### config.mk
export PLATFORM = sky130hd
export DESIGN_NAME = sacc_ctrl
export DESIGN_NICKNAME = d
export VERILOG_FILES = /design/src/inc/sacc_pkg.sv /design/src/inc/sacc_res_if.sv /design/src/design/sacc_ctrl.sv /design/src/design/sacc_res_mem.sv
export SDC_FILE = /design/constraint.sdc
export NUM_CORES = 1
export LEC_CHECK = 0
export BUFFER_PORTS_ARGS = -buffer_cell sky130_fd_sc_hd__clkbuf_2
export CAP_MARGIN = 30
export CELL_PAD_IN_SITES_DETAIL_PLACEMENT = 2
export CELL_PAD_IN_SITES_GLOBAL_PLACEMENT = 2
export CORE_MARGIN = 2
export CORE_UTILIZATION = 35
export CTS_CLUSTER_DIAMETER = 80
export DETAILED_ROUTE_END_ITERATION = 10
export GPL_TIMING_DRIVEN = 0
export PLACE_DENSITY_LB_ADDON = 0.3
export SYNTH_ARGS = -nofsm -noshare
export SYNTH_HDL_FRONTEND = slang
export SYNTH_SLANG_ARGS = --single-unit
### constraint.sdc
create_clock -name sys_clk_i -period 2.4 [get_ports sys_clk_i]
set_input_delay 0.24 -clock sys_clk_i [delete_from_list [all_inputs] [get_ports sys_clk_i]]
set_output_delay 0.24 -clock sys_clk_i [all_outputs]
set_load 0.05 [all_outputs]
### src/inc/sacc_pkg.sv
`default_nettype none
package sacc_pkg;
  // clock rates; the internal oscillator is emulated by an enable pulse
  localparam int unsigned SYS_CLK_HZ   = 250_000_000;
  localparam int unsigned OSC_HZ       = 4_000_000;
  localparam int unsigned OSC_DIV      = SYS_CLK_HZ / OSC_HZ;
  localparam logic [5:0]  OSC_DIV_M1   = 6'(OSC_DIV - 1);
  localparam logic [1:0]  SAMPLE_TICKS = 2'h3;   // oscillator ticks of sampling

  // register byte offsets
  localparam logic [7:0] CFG0_OFS = 8'h00;
  localparam logic [7:0] CFG1_OFS = 8'h04;
  localparam logic [7:0] STAT_OFS = 8'h08;
  localparam logic [7:0] RES_OFS  = 8'h10;   // seven result words from here
  localparam logic [2:0] RES_NUM  = 3'h7;

  // field positions
  localparam int unsigned C0_MODE_LSB = 0;   // [3:0] conversion mode
  localparam int unsigned C0_RES12    = 4;   // 1 = 12-bit
  localparam int unsigned C0_DIV_LSB  = 5;   // [6:5] clock divider
  localparam int unsigned C0_START    = 7;   // write 1 starts
  localparam int unsigned C1_STAB_LSB = 0;   // [7:0] panel settle ticks
  localparam int unsigned C1_SCAN     = 8;   // repeat the sequence
  localparam int unsigned ST_BUSY     = 0;
  localparam int unsigned ST_DONE     = 1;
  localparam int unsigned ST_ERR      = 2;

  // reset values
  localparam logic [7:0] CFG0_RST = 8'h00;
  localparam logic [8:0] CFG1_RST = 9'h000;

  // divider codes
  localparam logic [1:0] DIV_BY1 = 2'b00;
  localparam logic [1:0] DIV_BY2 = 2'b01;
  localparam logic [1:0] DIV_BY4 = 2'b10;
  localparam logic [1:0] DIV_RSV = 2'b11;

  // axi responses
  localparam logic [1:0] RESP_OKAY   = 2'b00;
  localparam logic [1:0] RESP_SLVERR = 2'b10;

  typedef enum logic [3:0] {
    MODE_X     = 4'h0,
    MODE_Y     = 4'h1,
    MODE_Z     = 4'h2,
    MODE_XY    = 4'h3,
    MODE_XYZ   = 4'h4,
    MODE_AUX   = 4'h5,
    MODE_TSGL  = 4'h6,
    MODE_TDIFF = 4'h7
  } sacc_mode_t;

  typedef enum logic [2:0] {
    CH_X  = 3'h0,
    CH_Y  = 3'h1,
    CH_Z1 = 3'h2,
    CH_Z2 = 3'h3,
    CH_AUX = 3'h4,
    CH_T1 = 3'h5,
    CH_T2 = 3'h6
  } sacc_ch_t;

  typedef enum logic [2:0] {
    S_IDLE   = 3'b000,
    S_SETTLE = 3'b001,
    S_SAMPLE = 3'b010,
    S_CONV   = 3'b011,
    S_STORE  = 3'b100
  } sacc_state_t;
endpackage : sacc_pkg
`default_nettype wire

### src/inc/sacc_res_if.sv
`timescale 1ns/1ps
`default_nettype none
// result store port between controller and its memory
interface sacc_res_if;
  logic        wr_en;
  logic [2:0]  wr_idx;
  logic [11:0] wr_data;
  logic [2:0]  rd_idx;
  logic [11:0] rd_data;
  modport ctrl (output wr_en, output wr_idx, output wr_data, output rd_idx, input rd_data);
  modport mem  (input wr_en, input wr_idx, input wr_data, input rd_idx, output rd_data);
endinterface : sacc_res_if
`default_nettype wire

### src/design/sacc_ctrl.sv
// Functional notes
// (RL1) one analog source muxed to converter
// (RL2) idle channel switches power, partner pin grounds; code drives the panel only for the channel being converted
// (RL3) two control registers set converter behaviour
// (RL4) result stored in its channel's register
// (RL5) results are unsigned straight binary
// (RL6) resolution selectable 10 or 12 bits
// (RL7) 10-bit mode runs fewer steps
// (RL8) converter clock divided from oscillator
// (RL9) divider 00 runs undivided, 10-bit only
// (RL10) host pairs 12-bit with divider 01/10
// (RL11) fixed sample ticks plus settle delay
// (RL12) single temperature mode converts diode one
// (RL13) differential mode adds diode two conversion
// (RL14) results readable any time, no handshake
// (RL15) panel settle delay before conversion
// (RL16) 01 halves, 10 quarters, 11 reserved
// (RL17) 10-bit result in low bits, zero above
`timescale 1ns/1ps
`default_nettype none
module sacc_ctrl (
  // clock and reset
  input  wire logic        sys_clk_i,
  input  wire logic        rst_b_i,
  // axi4-lite write address and data
  input  wire logic [7:0]  s_axi_awaddr,
  input  wire logic        s_axi_awvalid,
  output logic             s_axi_awready,
  input  wire logic [31:0] s_axi_wdata,
  input  wire logic [3:0]  s_axi_wstrb,
  input  wire logic        s_axi_wvalid,
  output logic             s_axi_wready,
  // axi4-lite write response
  output logic [1:0]       s_axi_bresp,
  output logic             s_axi_bvalid,
  input  wire logic        s_axi_bready,
  // axi4-lite read
  input  wire logic [7:0]  s_axi_araddr,
  input  wire logic        s_axi_arvalid,
  output logic             s_axi_arready,
  output logic [31:0]      s_axi_rdata,
  output logic [1:0]       s_axi_rresp,
  output logic             s_axi_rvalid,
  input  wire logic        s_axi_rready,
  // analog front end
  input  wire logic        comp_i,
  output logic [11:0]      dac_code_o,
  output logic             sample_o,
  output logic [2:0]       mux_sel_o,
  output logic [3:0]       panel_drv_o,
  output logic             temperature_diode_single_o,
  output logic             temperature_diode_ratio_o
);
  import sacc_pkg::*;

  sacc_res_if res ();

  // register decode, shared by read and write paths
  function automatic logic reg_hit(input logic [7:0] a);
    reg_hit = (a == CFG0_OFS) || (a == CFG1_OFS) || (a == STAT_OFS) ||
              ((a >= RES_OFS) && (a < RES_OFS + {3'h0, RES_NUM, 2'h0}));
  endfunction : reg_hit

  function automatic logic [2:0] res_idx(input logic [7:0] a);
    logic [7:0] d;
    d = a - RES_OFS;
    res_idx = d[4:2];
  endfunction : res_idx

  // first channel of each mode
  function automatic sacc_ch_t seq_first(input logic [3:0] m);
    case (m)
      MODE_Y:     seq_first = CH_Y;
      MODE_Z:     seq_first = CH_Z1;
      MODE_AUX:   seq_first = CH_AUX;
      MODE_TSGL,
      MODE_TDIFF: seq_first = CH_T1;
      default:    seq_first = CH_X;
    endcase
  endfunction : seq_first

  // true when the channel ends the mode's sequence
  function automatic logic seq_last(input logic [3:0] m, input sacc_ch_t c);
    case (m)
      MODE_XY:    seq_last = (c == CH_Y);
      MODE_XYZ,
      MODE_Z:     seq_last = (c == CH_Z2);
      MODE_TDIFF: seq_last = (c == CH_T2);
      default:    seq_last = 1'b1;
    endcase
  endfunction : seq_last

  // panel switches per channel: {x+ pwr, x- gnd, y+ pwr, y- gnd}
  function automatic logic [3:0] drv_of(input sacc_ch_t c);
    case (c)
      CH_X:         drv_of = 4'b1100;
      CH_Y:         drv_of = 4'b0011;
      CH_Z1, CH_Z2: drv_of = 4'b0110;
      default:      drv_of = 4'b0000;
    endcase
  endfunction : drv_of

  // ---------------- registers and state ----------------
  logic [7:0]  cfg0_q;
  logic [8:0]  cfg1_q;
  logic        done_q, err_q;
  logic        aw_have_q, w_have_q, rd_pend_q;
  logic [7:0]  awaddr_q, araddr_q;
  logic [31:0] wdata_q;
  logic [3:0]  wstrb_q;
  sacc_state_t st_q;
  sacc_ch_t    ch_q;
  logic [3:0]  mode_q;
  logic        res12_q;
  logic [1:0]  div_q;
  logic [5:0]  osc_cnt_q;
  logic [1:0]  pre_q;
  logic [7:0]  stab_q;
  logic [1:0]  smp_q;
  logic [11:0] sar_q;
  logic [3:0]  bit_q;

  // ---------------- axi write path ----------------
  wire         do_wr    = aw_have_q && w_have_q && !s_axi_bvalid;
  wire         wr_hit   = reg_hit(awaddr_q);
  wire         wr_cfg0  = do_wr && (awaddr_q == CFG0_OFS) && wstrb_q[0];
  wire         wr_cfg1  = do_wr && (awaddr_q == CFG1_OFS);
  wire         wr_stat  = do_wr && (awaddr_q == STAT_OFS) && wstrb_q[0];
  wire [3:0]   new_mode = wdata_q[C0_MODE_LSB +: 4];
  wire [1:0]   new_div  = wdata_q[C0_DIV_LSB +: 2];
  wire         new_r12  = wdata_q[C0_RES12];
  wire         busy     = (st_q != S_IDLE);
  wire         start_rq = wr_cfg0 && wdata_q[C0_START];
  // reserved divider or 12-bit on the undivided clock is flagged
  wire         cfg_bad  = (new_div == DIV_RSV) || (new_r12 && (new_div == DIV_BY1)); // [RL9] [RL16]
  wire         start_ok = start_rq && !busy && (new_div != DIV_RSV);             // [RL16]
  wire         seq_end;

  assign s_axi_awready = !aw_have_q;
  assign s_axi_wready  = !w_have_q;

  // address and data are taken in either order, then paired
  always_ff @(posedge sys_clk_i or negedge rst_b_i) begin
    if (!rst_b_i) begin
      aw_have_q <= 1'b0;
      w_have_q  <= 1'b0;
      awaddr_q  <= 8'h00;
      wdata_q   <= 32'h0000_0000;
      wstrb_q   <= 4'h0;
    end else begin
      if (s_axi_awvalid && s_axi_awready) begin
        aw_have_q <= 1'b1;
        awaddr_q  <= s_axi_awaddr;
      end else if (do_wr) begin
        aw_have_q <= 1'b0;
      end
      if (s_axi_wvalid && s_axi_wready) begin
        w_have_q <= 1'b1;
        wdata_q  <= s_axi_wdata;
        wstrb_q  <= s_axi_wstrb;
      end else if (do_wr) begin
        w_have_q <= 1'b0;
      end
    end
  end

  // write response
  always_ff @(posedge sys_clk_i or negedge rst_b_i) begin
    if (!rst_b_i) begin
      s_axi_bvalid <= 1'b0;
      s_axi_bresp  <= RESP_OKAY;
    end else if (do_wr) begin
      s_axi_bvalid <= 1'b1;
      s_axi_bresp  <= wr_hit ? RESP_OKAY : RESP_SLVERR;
    end else if (s_axi_bready) begin
      s_axi_bvalid <= 1'b0;
    end
  end

  // control registers; start bit is a pulse and is not stored
  always_ff @(posedge sys_clk_i or negedge rst_b_i) begin
    if (!rst_b_i) begin
      cfg0_q <= CFG0_RST;
      cfg1_q <= CFG1_RST;
    end else begin
      if (wr_cfg0) begin
        cfg0_q <= {1'b0, wdata_q[6:0]};                                            // [RL3]
      end
      if (wr_cfg1) begin
        if (wstrb_q[0]) cfg1_q[7:0] <= wdata_q[7:0];                              // [RL3]
        if (wstrb_q[1]) cfg1_q[8]   <= wdata_q[C1_SCAN];
      end
    end
  end

  // sticky flags: hardware set wins over a write-one clear
  always_ff @(posedge sys_clk_i or negedge rst_b_i) begin
    if (!rst_b_i) begin
      done_q <= 1'b0;
      err_q  <= 1'b0;
    end else begin
      done_q <= seq_end || (done_q && !(wr_stat && wdata_q[ST_DONE]));
      err_q  <= (start_rq && cfg_bad) || (err_q && !(wr_stat && wdata_q[ST_ERR]));
    end
  end

  // ---------------- axi read path ----------------
  wire [31:0] stat_w = {29'h0, err_q, done_q, busy};
  wire [31:0] rd_mux =
      (araddr_q == CFG0_OFS) ? {24'h0, cfg0_q} :
      (araddr_q == CFG1_OFS) ? {23'h0, cfg1_q} :
      (araddr_q == STAT_OFS) ? stat_w :
      reg_hit(araddr_q)      ? {20'h0, res.rd_data} : 32'h0000_0000;         // [RL14] [RL17]

  assign s_axi_arready = !rd_pend_q && !s_axi_rvalid;
  assign res.rd_idx    = res_idx(s_axi_araddr);

  // memory reads on the edge that takes the address, answer follows one cycle later
  always_ff @(posedge sys_clk_i or negedge rst_b_i) begin
    if (!rst_b_i) begin
      rd_pend_q    <= 1'b0;
      araddr_q     <= 8'h00;
      s_axi_rvalid <= 1'b0;
      s_axi_rdata  <= 32'h0000_0000;
      s_axi_rresp  <= RESP_OKAY;
    end else begin
      rd_pend_q <= s_axi_arvalid && s_axi_arready;
      if (s_axi_arvalid && s_axi_arready) begin
        araddr_q <= s_axi_araddr;
      end
      if (rd_pend_q) begin
        s_axi_rvalid <= 1'b1;
        s_axi_rdata  <= rd_mux;
        s_axi_rresp  <= reg_hit(araddr_q) ? RESP_OKAY : RESP_SLVERR;
      end else if (s_axi_rready) begin
        s_axi_rvalid <= 1'b0;
      end
    end
  end

  // ---------------- clocks ----------------
  wire osc_tick  = (osc_cnt_q == 6'h00);
  // undivided, half or quarter of the oscillator
  wire conv_tick = osc_tick && ((div_q == DIV_BY1) ||
                                ((div_q == DIV_BY2) && pre_q[0]) ||
                                ((div_q == DIV_BY4) && (pre_q == 2'h3))); // [RL8] [RL9] [RL16]

  // oscillator stand-in and conversion prescaler
  always_ff @(posedge sys_clk_i or negedge rst_b_i) begin
    if (!rst_b_i) begin
      osc_cnt_q <= OSC_DIV_M1;
      pre_q     <= 2'h0;
    end else begin
      osc_cnt_q <= osc_tick ? OSC_DIV_M1 : osc_cnt_q - 6'h01;
      if (osc_tick) pre_q <= pre_q + 2'h1;
    end
  end

  // ---------------- conversion sequencer ----------------
  wire        is_panel = (drv_of(ch_q) != 4'b0000);
  wire [3:0]  lsb_pos  = res12_q ? 4'h0 : 4'h2;                                 // [RL7]
  wire        last     = seq_last(mode_q, ch_q);
  assign seq_end = (st_q == S_STORE) && last && !cfg1_q[C1_SCAN];

  // result store: 10-bit codes shifted into the low bits
  assign res.wr_en   = (st_q == S_STORE);                                       // [RL4]
  assign res.wr_idx  = ch_q;                                                    // [RL4]
  assign res.wr_data = res12_q ? sar_q : {2'b00, sar_q[11:2]};                  // [RL5] [RL17]

  // a new conversion is refused while one is running
  always_ff @(posedge sys_clk_i or negedge rst_b_i) begin
    if (!rst_b_i) begin
      st_q    <= S_IDLE;
      ch_q    <= CH_X;
      mode_q  <= MODE_X;
      res12_q <= 1'b0;
      div_q   <= DIV_BY1;
      stab_q  <= 8'h00;
      smp_q   <= 2'h0;
      sar_q   <= 12'h000;
      bit_q   <= 4'h0;
    end else begin
      case (st_q)
        S_IDLE: begin
          if (start_ok) begin
            mode_q  <= new_mode;
            div_q   <= new_div;
            res12_q <= new_r12 && (new_div != DIV_BY1);                         // [RL6] [RL9]
            ch_q    <= seq_first(new_mode);                                     // [RL12] [RL13]
            stab_q  <= cfg1_q[C1_STAB_LSB +: 8];
            st_q    <= S_SETTLE;
          end
        end
        S_SETTLE: begin
          // only panel channels wait for the plates to settle
          if (!is_panel || stab_q == 8'h00) begin                               // [RL15]
            smp_q <= 2'h0;
            st_q  <= S_SAMPLE;
          end else if (osc_tick) begin
            stab_q <= stab_q - 8'h01;                                           // [RL11]
          end
        end
        S_SAMPLE: begin
          if (osc_tick) begin
            if (smp_q == SAMPLE_TICKS - 2'h1) begin                             // [RL11]
              sar_q <= 12'h800;
              bit_q <= 4'hb;
              st_q  <= S_CONV;
            end else begin
              smp_q <= smp_q + 2'h1;
            end
          end
        end
        S_CONV: begin
          // comparator high keeps the trial bit
          if (conv_tick) begin
            if (!comp_i) sar_q[bit_q] <= 1'b0;                                  // [RL5]
            if (bit_q == lsb_pos) begin                                         // [RL7]
              st_q <= S_STORE;
            end else begin
              sar_q[bit_q - 4'h1] <= 1'b1;
              bit_q <= bit_q - 4'h1;
            end
          end
        end
        S_STORE: begin
          stab_q <= cfg1_q[C1_STAB_LSB +: 8];
          if (!last) begin
            ch_q <= sacc_ch_t'(ch_q + 3'h1);                                    // [RL13]
            st_q <= S_SETTLE;
          end else if (cfg1_q[C1_SCAN]) begin
            ch_q <= seq_first(mode_q);                                          // [RL3]
            st_q <= S_SETTLE;
          end else begin
            st_q <= S_IDLE;
          end
        end
        default: st_q <= S_IDLE;
      endcase
    end
  end

  // front-end pins registered; one system cycle of lag is negligible
  always_ff @(posedge sys_clk_i or negedge rst_b_i) begin
    if (!rst_b_i) begin
      mux_sel_o                  <= 3'h0;
      panel_drv_o                <= 4'h0;
      temperature_diode_single_o <= 1'b0;
      temperature_diode_ratio_o  <= 1'b0;
      sample_o                   <= 1'b0;
      dac_code_o                 <= 12'h000;
    end else begin
      mux_sel_o                  <= ch_q;                                       // [RL1]
      panel_drv_o                <= busy ? drv_of(ch_q) : 4'h0;                 // [RL2]
      temperature_diode_single_o <= busy && (ch_q == CH_T1);                    // [RL12]
      temperature_diode_ratio_o  <= busy && (ch_q == CH_T2);                    // [RL13]
      sample_o                   <= (st_q == S_SAMPLE);                         // [RL11]
      dac_code_o                 <= sar_q;
    end
  end

  sacc_res_mem u_mem (
    .sys_clk_i (sys_clk_i),
    .rst_b_i   (rst_b_i),
    .res       (res.mem)
  );
endmodule : sacc_ctrl
`default_nettype wire

### src/design/sacc_res_mem.sv
`timescale 1ns/1ps
`default_nettype none
module sacc_res_mem (
  // clock and reset
  input  wire logic sys_clk_i,
  input  wire logic rst_b_i,
  // result port
  sacc_res_if.mem   res
);
  import sacc_pkg::*;

  logic [11:0] mem_q [8];
  logic [11:0] rd_q;

  // one word per channel; a result stays until overwritten
  always_ff @(posedge sys_clk_i or negedge rst_b_i) begin
    if (!rst_b_i) begin
      for (int i = 0; i < 8; i++) begin
        mem_q[i] <= 12'h000;
      end
    end else if (res.wr_en) begin
      mem_q[res.wr_idx] <= res.wr_data;
    end
  end

  // registered read port
  always_ff @(posedge sys_clk_i or negedge rst_b_i) begin
    if (!rst_b_i) begin
      rd_q <= 12'h000;
    end else begin
      rd_q <= mem_q[res.rd_idx];
    end
  end

  assign res.rd_data = rd_q;
endmodule : sacc_res_mem
`default_nettype wire

* After elaboration in Yosys (flattened, before gate mapping)
Cells that the tools add are included.
W data, S select, Z words.
** Word-level totals
- Output and inout port bits :: 63
- Bits in registers :: 263
- Latch bits :: 0
- Memories kept :: 0
- Input bits :: 60
- Logic and storage cells :: 261
- Bits in writable memories :: 0
- Memory bits (read-only) :: 0
** Cells by class
- Shift operators :: 0
- Order comparisons :: 11
- Reduce and logical (&&, ||, !) cells :: 87
- $mul :: 0
- Div/mod/pow operators :: 0
- Mux-type cells :: 65
- Equality and inequality tests :: 43
- Bitwise gates (word level) :: 5
- $add $sub $neg :: 7
** Operators by type and width (number)
- $mux W12 :: 15
- $bwmux W96 :: 1
- $bmux W12 S3 :: 1
- $demux W12 S3 :: 1
- $logic_and A1 B1 Y1 :: 33
- $eq A4 B3 Y1 const B :: 7
- $mux W3 :: 9
- $logic_not A8 Y1 :: 3
- $mux W8 :: 3
- $pmux W12 S2 :: 1
- $pmux W3 S4 :: 2
- $pmux W8 S3 :: 1
- $ne A2 B2 Y1 const B :: 11
- $mux W4 :: 5
- $eq A8 B3 Y1 const B :: 2
- $eq A8 B4 Y1 const B :: 2
- $ge A8 B5 Y1 const B :: 2
- $lt A8 B6 Y1 const B :: 2
- $reduce_bool A2 Y1 :: 8
- $pmux W3 S5 :: 1
- $and A12 B12 Y12 :: 1
- $eq A3 B2 Y1 const B :: 4
- $eq A4 B2 Y1 const B :: 3
- $logic_or A1 B1 Y1 :: 12
- other kinds (41) :: 88

* Longest topological paths before layout
- Depth in word-level cells :: 13
- Gate-level depth with buffers :: 9
- Mapped depth without buffers :: 7

* Cells and area by module
Synthesis repeated with hierarchy kept, for this count alone.
** Unflattened totals
- Cell total of the unflattened synthesis :: 903
- Area total of the unflattened synthesis :: 11225.8 um2
** By module, submodules not included
- sacc_ctrl :: area each 6511.2 um2, instances 1, seq. area each 3334.4 um2, cells each 640
- sacc_res_mem :: area each 4714.5 um2, instances 1, seq. area each 2702.6 um2, cells each 263

* Least setup slack after synthesis
OpenSTA, ideal clock, no wires.
- Kind :: register -> register
- Start :: reg ch_q[2]
- End :: reg stab_q[1]
- Buffers on the path :: 2
- Period minus slack after synthesis :: 2.391 ns
- Data required time :: 2.275 ns
- Cell stages (with the launch flop) :: 10
- Setup slack :: 0.009 ns
- Library setup time :: 0.125 ns
- Arrival :: 2.266 ns
- Cell sequence :: dfrtp_1 buf_2 clkinv_1 ha_1 nor4_1 a2111oi_4 nand2_4 and2_4 buf_6 mux2_4
** On the way
- Cells in the longest elaborated chain, start to end :: 8
- Elaborated cells on any way between the ends :: 11
- Those cells by class :: 4 x eq/ne; 1 x mux; 6 x reduce/logical
** RTL lines
- start, declared :: RTL line sacc_ctrl.sv:112 : sacc_ch_t ch_q;
- start signal, assigned :: RTL line sacc_ctrl.sv:289 : ch_q <= seq_first(new_mode);
- start signal, assigned :: RTL line sacc_ctrl.sv:329 : ch_q <= sacc_ch_t'(ch_q + 3'h1);
- start signal, assigned :: RTL line sacc_ctrl.sv:332 : ch_q <= seq_first(mode_q);
- $eq A3 B2 Y1 :: RTL line sacc_ctrl.sv:95 : case (c)
- $reduce_or A2 Y1 :: RTL line sacc_ctrl.sv:95
- $pmux W4 S3 * :: RTL line sacc_ctrl.sv:95
- $reduce_bool A4 Y1 * :: RTL line sacc_ctrl.sv:260 : wire is_panel = (drv_of(ch_q) != 4'b0000);
- $logic_not A1 Y1 * :: RTL line sacc_ctrl.sv:296 : if (!is_panel || stab_q == 8'h00) begin
- $logic_or A1 B1 Y1 * :: RTL line sacc_ctrl.sv:296
- $ne A2 B2 Y1 (no line) *
- $reduce_and A4 Y1 (no line) *
- end signal, assigned :: RTL line sacc_ctrl.sv:290 : stab_q <= cfg1_q[C1_STAB_LSB +: 8];
- end signal, assigned :: RTL line sacc_ctrl.sv:300 : stab_q <= stab_q - 8'h01;
- end signal, assigned :: RTL line sacc_ctrl.sv:327 : stab_q <= cfg1_q[C1_STAB_LSB +: 8];
- end, declared :: RTL line sacc_ctrl.sv:118 : logic [7:0] stab_q;
Every way passes the cells marked *; elsewhere a longest branch is shown, timed or not.
A chain may end at the register's enable or synchronous reset.

* Final worst setup path
- Start :: reg res12_q
- End :: reg u_mem.mem_q[75] (netlist bit)
** On the way
- Cells in the longest elaborated chain, start to end :: 2
** RTL lines
- start, declared :: RTL line sacc_ctrl.sv:114 : logic res12_q;
- start signal, assigned :: RTL line sacc_ctrl.sv:288 : res12_q <= new_r12 && (new_div != DIV_BY1);
- $mux W12 :: RTL line sacc_ctrl.sv:268 : assign res.wr_data = res12_q ? sar_q : {2'b00, sar_q[11:2]};
- $bwmux W96 :: RTL line sacc_res_mem.sv:22 : mem_q[res.wr_idx] <= res.wr_data;
- end signal, assigned by index :: RTL line sacc_res_mem.sv:22
- end, declared :: RTL line sacc_res_mem.sv:12 : logic [11:0] mem_q [8];
Every way passes these cells.

==> impl_metrics.tcl <==
set metrics [dict create \
    outcome "finished, final reports clean" \
    layout-drive-gt1-share_pct 25.5 \
    synth_edf_count 0 \
    ys_ff_latch 241 \
    path_delay_family "buffers and inverters" \
    portBuffers 73 \
    cts.sinks 241 \
    critical_path_class "flip-flop to flip-flop" \
    drt-pass1-iter-count 4 \
    drcViolationCount 0 \
    grt_usage_pct 21.2 \
    die_area_um2 33300 \
    syn_to_final_growth_pct 22.4 \
    start_util_pct 35.4 \
    htree_levels 1 \
    worst_pin_slew_ns 0.841 \
    synth_cell_types 77 \
    drv_cap 0 \
    clk_pin_slew_ns 0.06 \
    yosysSeqAreaShare_pct 54.2 \
    cpMaxStageDelayCell "mux2i_1" \
    hpwl_um 23500 \
    final.setup_skew_ns 0.0144 \
    seqCellArea_um2 6040 \
    num_rows 65 \
    clockRootBuffer "clkbuf_16" \
    drt-initial-drc-count 432 \
    fp.dieW_um 182 \
    gp_congestion 0.765 \
    wl_per_cell_um 21.7 \
    worstSkewPairLatency_ns 0.55 \
    coreArea_um2 31500 \
    utilization_pct 43.4 \
    layout_setup_ws_ns 0.0739 \
    power_density_nw_per_um2 920 \
    die_h_um 182 \
    synth_flop_cell "dfrtp_1" \
    startpoint_type "flip-flop" \
    setup-violations-final 0 \
    pre_cts_slack_ns -0.586 \
    yosysWarnings 0 \
    multi_input_area_um2 4830 \
    cts_made_buffers 28 \
    cts_buffer_depth 3 \
    max_freq_ghz 0.430 \
    peakVddDrop_mv 0.513 \
    tns_ns 0 \
    rsz0062_at_grt "yes" \
    hold_class "primary input to flip-flop" \
    fin_crit_ns 2.33 \
    antenna_cells 0 \
    max_stage_delay_ns 0.75 \
    path_max_fanout 10 \
    io_pins 123 \
    nNetsFinal 1244 \
    cp.arrival_ns 2.71 \
    slew_viol_final 0 \
    async_flop_share_pct 100 \
    first_global_vias 9312 \
    period_share_pct 96.9 \
    cts_tree "done" \
    total_power_uw 12600 \
    route.antenna.remaining_nets 0 \
    nFillCells 3187 \
    grt_max_degree 104 \
    drt-total-wl_um 34500 \
    cp.buffers_inverters 2 \
    most-common-layout-cells "dfrtp_1, nand2_1, o21ai_0, clkbuf_2, mux2_2" \
    power_leakage_uw 0.00609 \
    layout_commonest_cell "dfrtp_1" \
    vias 8489 \
    maxSlewHeadroom_pct 44.0 \
    grt_antenna_before_repair 1 \
    worstPathRequired_ns 2.79 \
    synth_cells 1007 \
    syn_avg_cell_area_um2 11.1 \
    cp-end-kind "flip-flop" \
    grt-ovfl-total 0 \
    synthesis.area_um2 11100 \
    grt_pass1_wl_um 55500 \
    crit_chain "buf_2 -> buf_1 -> mux2i_1 -> o21ai_0" \
    finalHoldViolCount 0 \
    routed_via_density 5.33 \
]
sequential cells by signal, summed over array words and instances, names as in the netlist, 6 cells and up:
| name | flops |
|---|---|
| u_mem.mem_q | 96 |
| dac_code_o | 12 |
| s_axi_rdata | 12 |
| sar_q | 12 |
| u_mem.res.rd_data | 12 |
| cfg1_q | 9 |
| wdata_q | 9 |
| araddr_q | 8 |
| awaddr_q | 8 |
| stab_q | 8 |
| cfg0_q | 7 |
| osc_cnt_q | 6 |
worst reg2reg max path: stages (launching register included):
cell,delay (ns)
dfrtp_1,0.32
buf_2,0.20
buf_1,0.66
mux2i_1,0.75
o21ai_0,0.23
where the power goes:
part | leakage (µW) | switching (µW) | total [µW] | internal [µW]
combinational | 0.00243 | 1820 | 2890 | 1070
clock | 0.000484 | 1730 | 4570 | 2840
sequential | 0.00317 | 567 | 5100 | 4540
stage by stage:
stage,cell area (µm²),hold WS (ns),cells
6_report,13700,0.0782,1592
5_1_grt,13700,0.0718,1592
4_1_cts,13500,0.0671,1585
3_5_place_dp,12200,0.225,1505
3_3_place_gp,12100,0.420,1503
2_1_floorplan,11200,-0.0556,1028
kinds of logic after synthesis:
group / after synthesis / synth area share, %
xor+xnor: 7 / 0.550
compound gates: 226 / 12.5
fa+ha+maj: 14 / 1.57
flops: 241 / 54.2
other cells: 1 / 0.0336
mux: 107 / 13.1
buf+inv: 102 / 4.42
simple gates: 309 / 13.7
path summary, 6_finish.rpt:
path | to | slack (ns) | start | cells past startpoint
setup / recovery | u_mem.mem_q[75]$_DFFE_PN0P_ | 0.07 | res12_q$_DFFE_PN0P_ | 4
hold / removal | u_mem.res.rd_data[0]$_DFF_PN0_ | 0.08 | s_axi_araddr[4] | 2
setup reg to reg | u_mem.mem_q[75]$_DFFE_PN0P_ | 0.07 | res12_q$_DFFE_PN0P_ | 4
hold reg to reg | dac_code_o[0]$_DFF_PN0_ | 0.44 | sar_q[0]$_DFFE_PN0P_ | 0
max in group asynchronous | u_mem.mem_q[69]$_DFFE_PN0P_ | 0.86 | rst_b_i | 4
min in group asynchronous | aw_have_q$_DFFE_PN0P_ | 0.23 | rst_b_i | 2
timing repair:
| item | 4_1_cts | 5_1_grt |
|---|---|---|
| endpoints found under the setup margin | 87 | 80 |
| resized for setup | 15 | 33 |
| hold endpoints to repair | 77 | 0 |
| buffers inserted | 1 | 7 |
| pin swaps | 1 | 5 |
| hold buffers | 29 | 0 |
area by class of cell:
class	count	area share (%)
multi-input combinational	685	35.4
timing repair buffer	112	5.71
tap	402	3.68
clock inverter	7	0.990
inverter	29	0.834
sequential	241	44.2
clock buffer	43	6.21
buffer	73	2.94
Yosys cell counts (15+ instances only):
cell type  count  area share (%)
a21oi_1       33             1.5
buf_4         23             1.5
clkbuf_1      39             1.3
dfrtp_1      236              53
inv_1         28            0.94
mux2_2        67             6.8
mux2i_1       15             1.3
mux4_2        24             4.8
nand2_1      135             4.5
nand3_1       17            0.76
nor2_1        56             1.9
o21ai_0      126             5.7
metal layers:
metal	vias to the layer above	routed length, µm	global-route usage [%]
met5	-	0	0
met3	38	1460	2.51
met4	0	464	4.16
met1	4448	15700	29.4
li1	3845	-	-
met2	158	16900	35.9
Power figures use the tool's default switching activity.
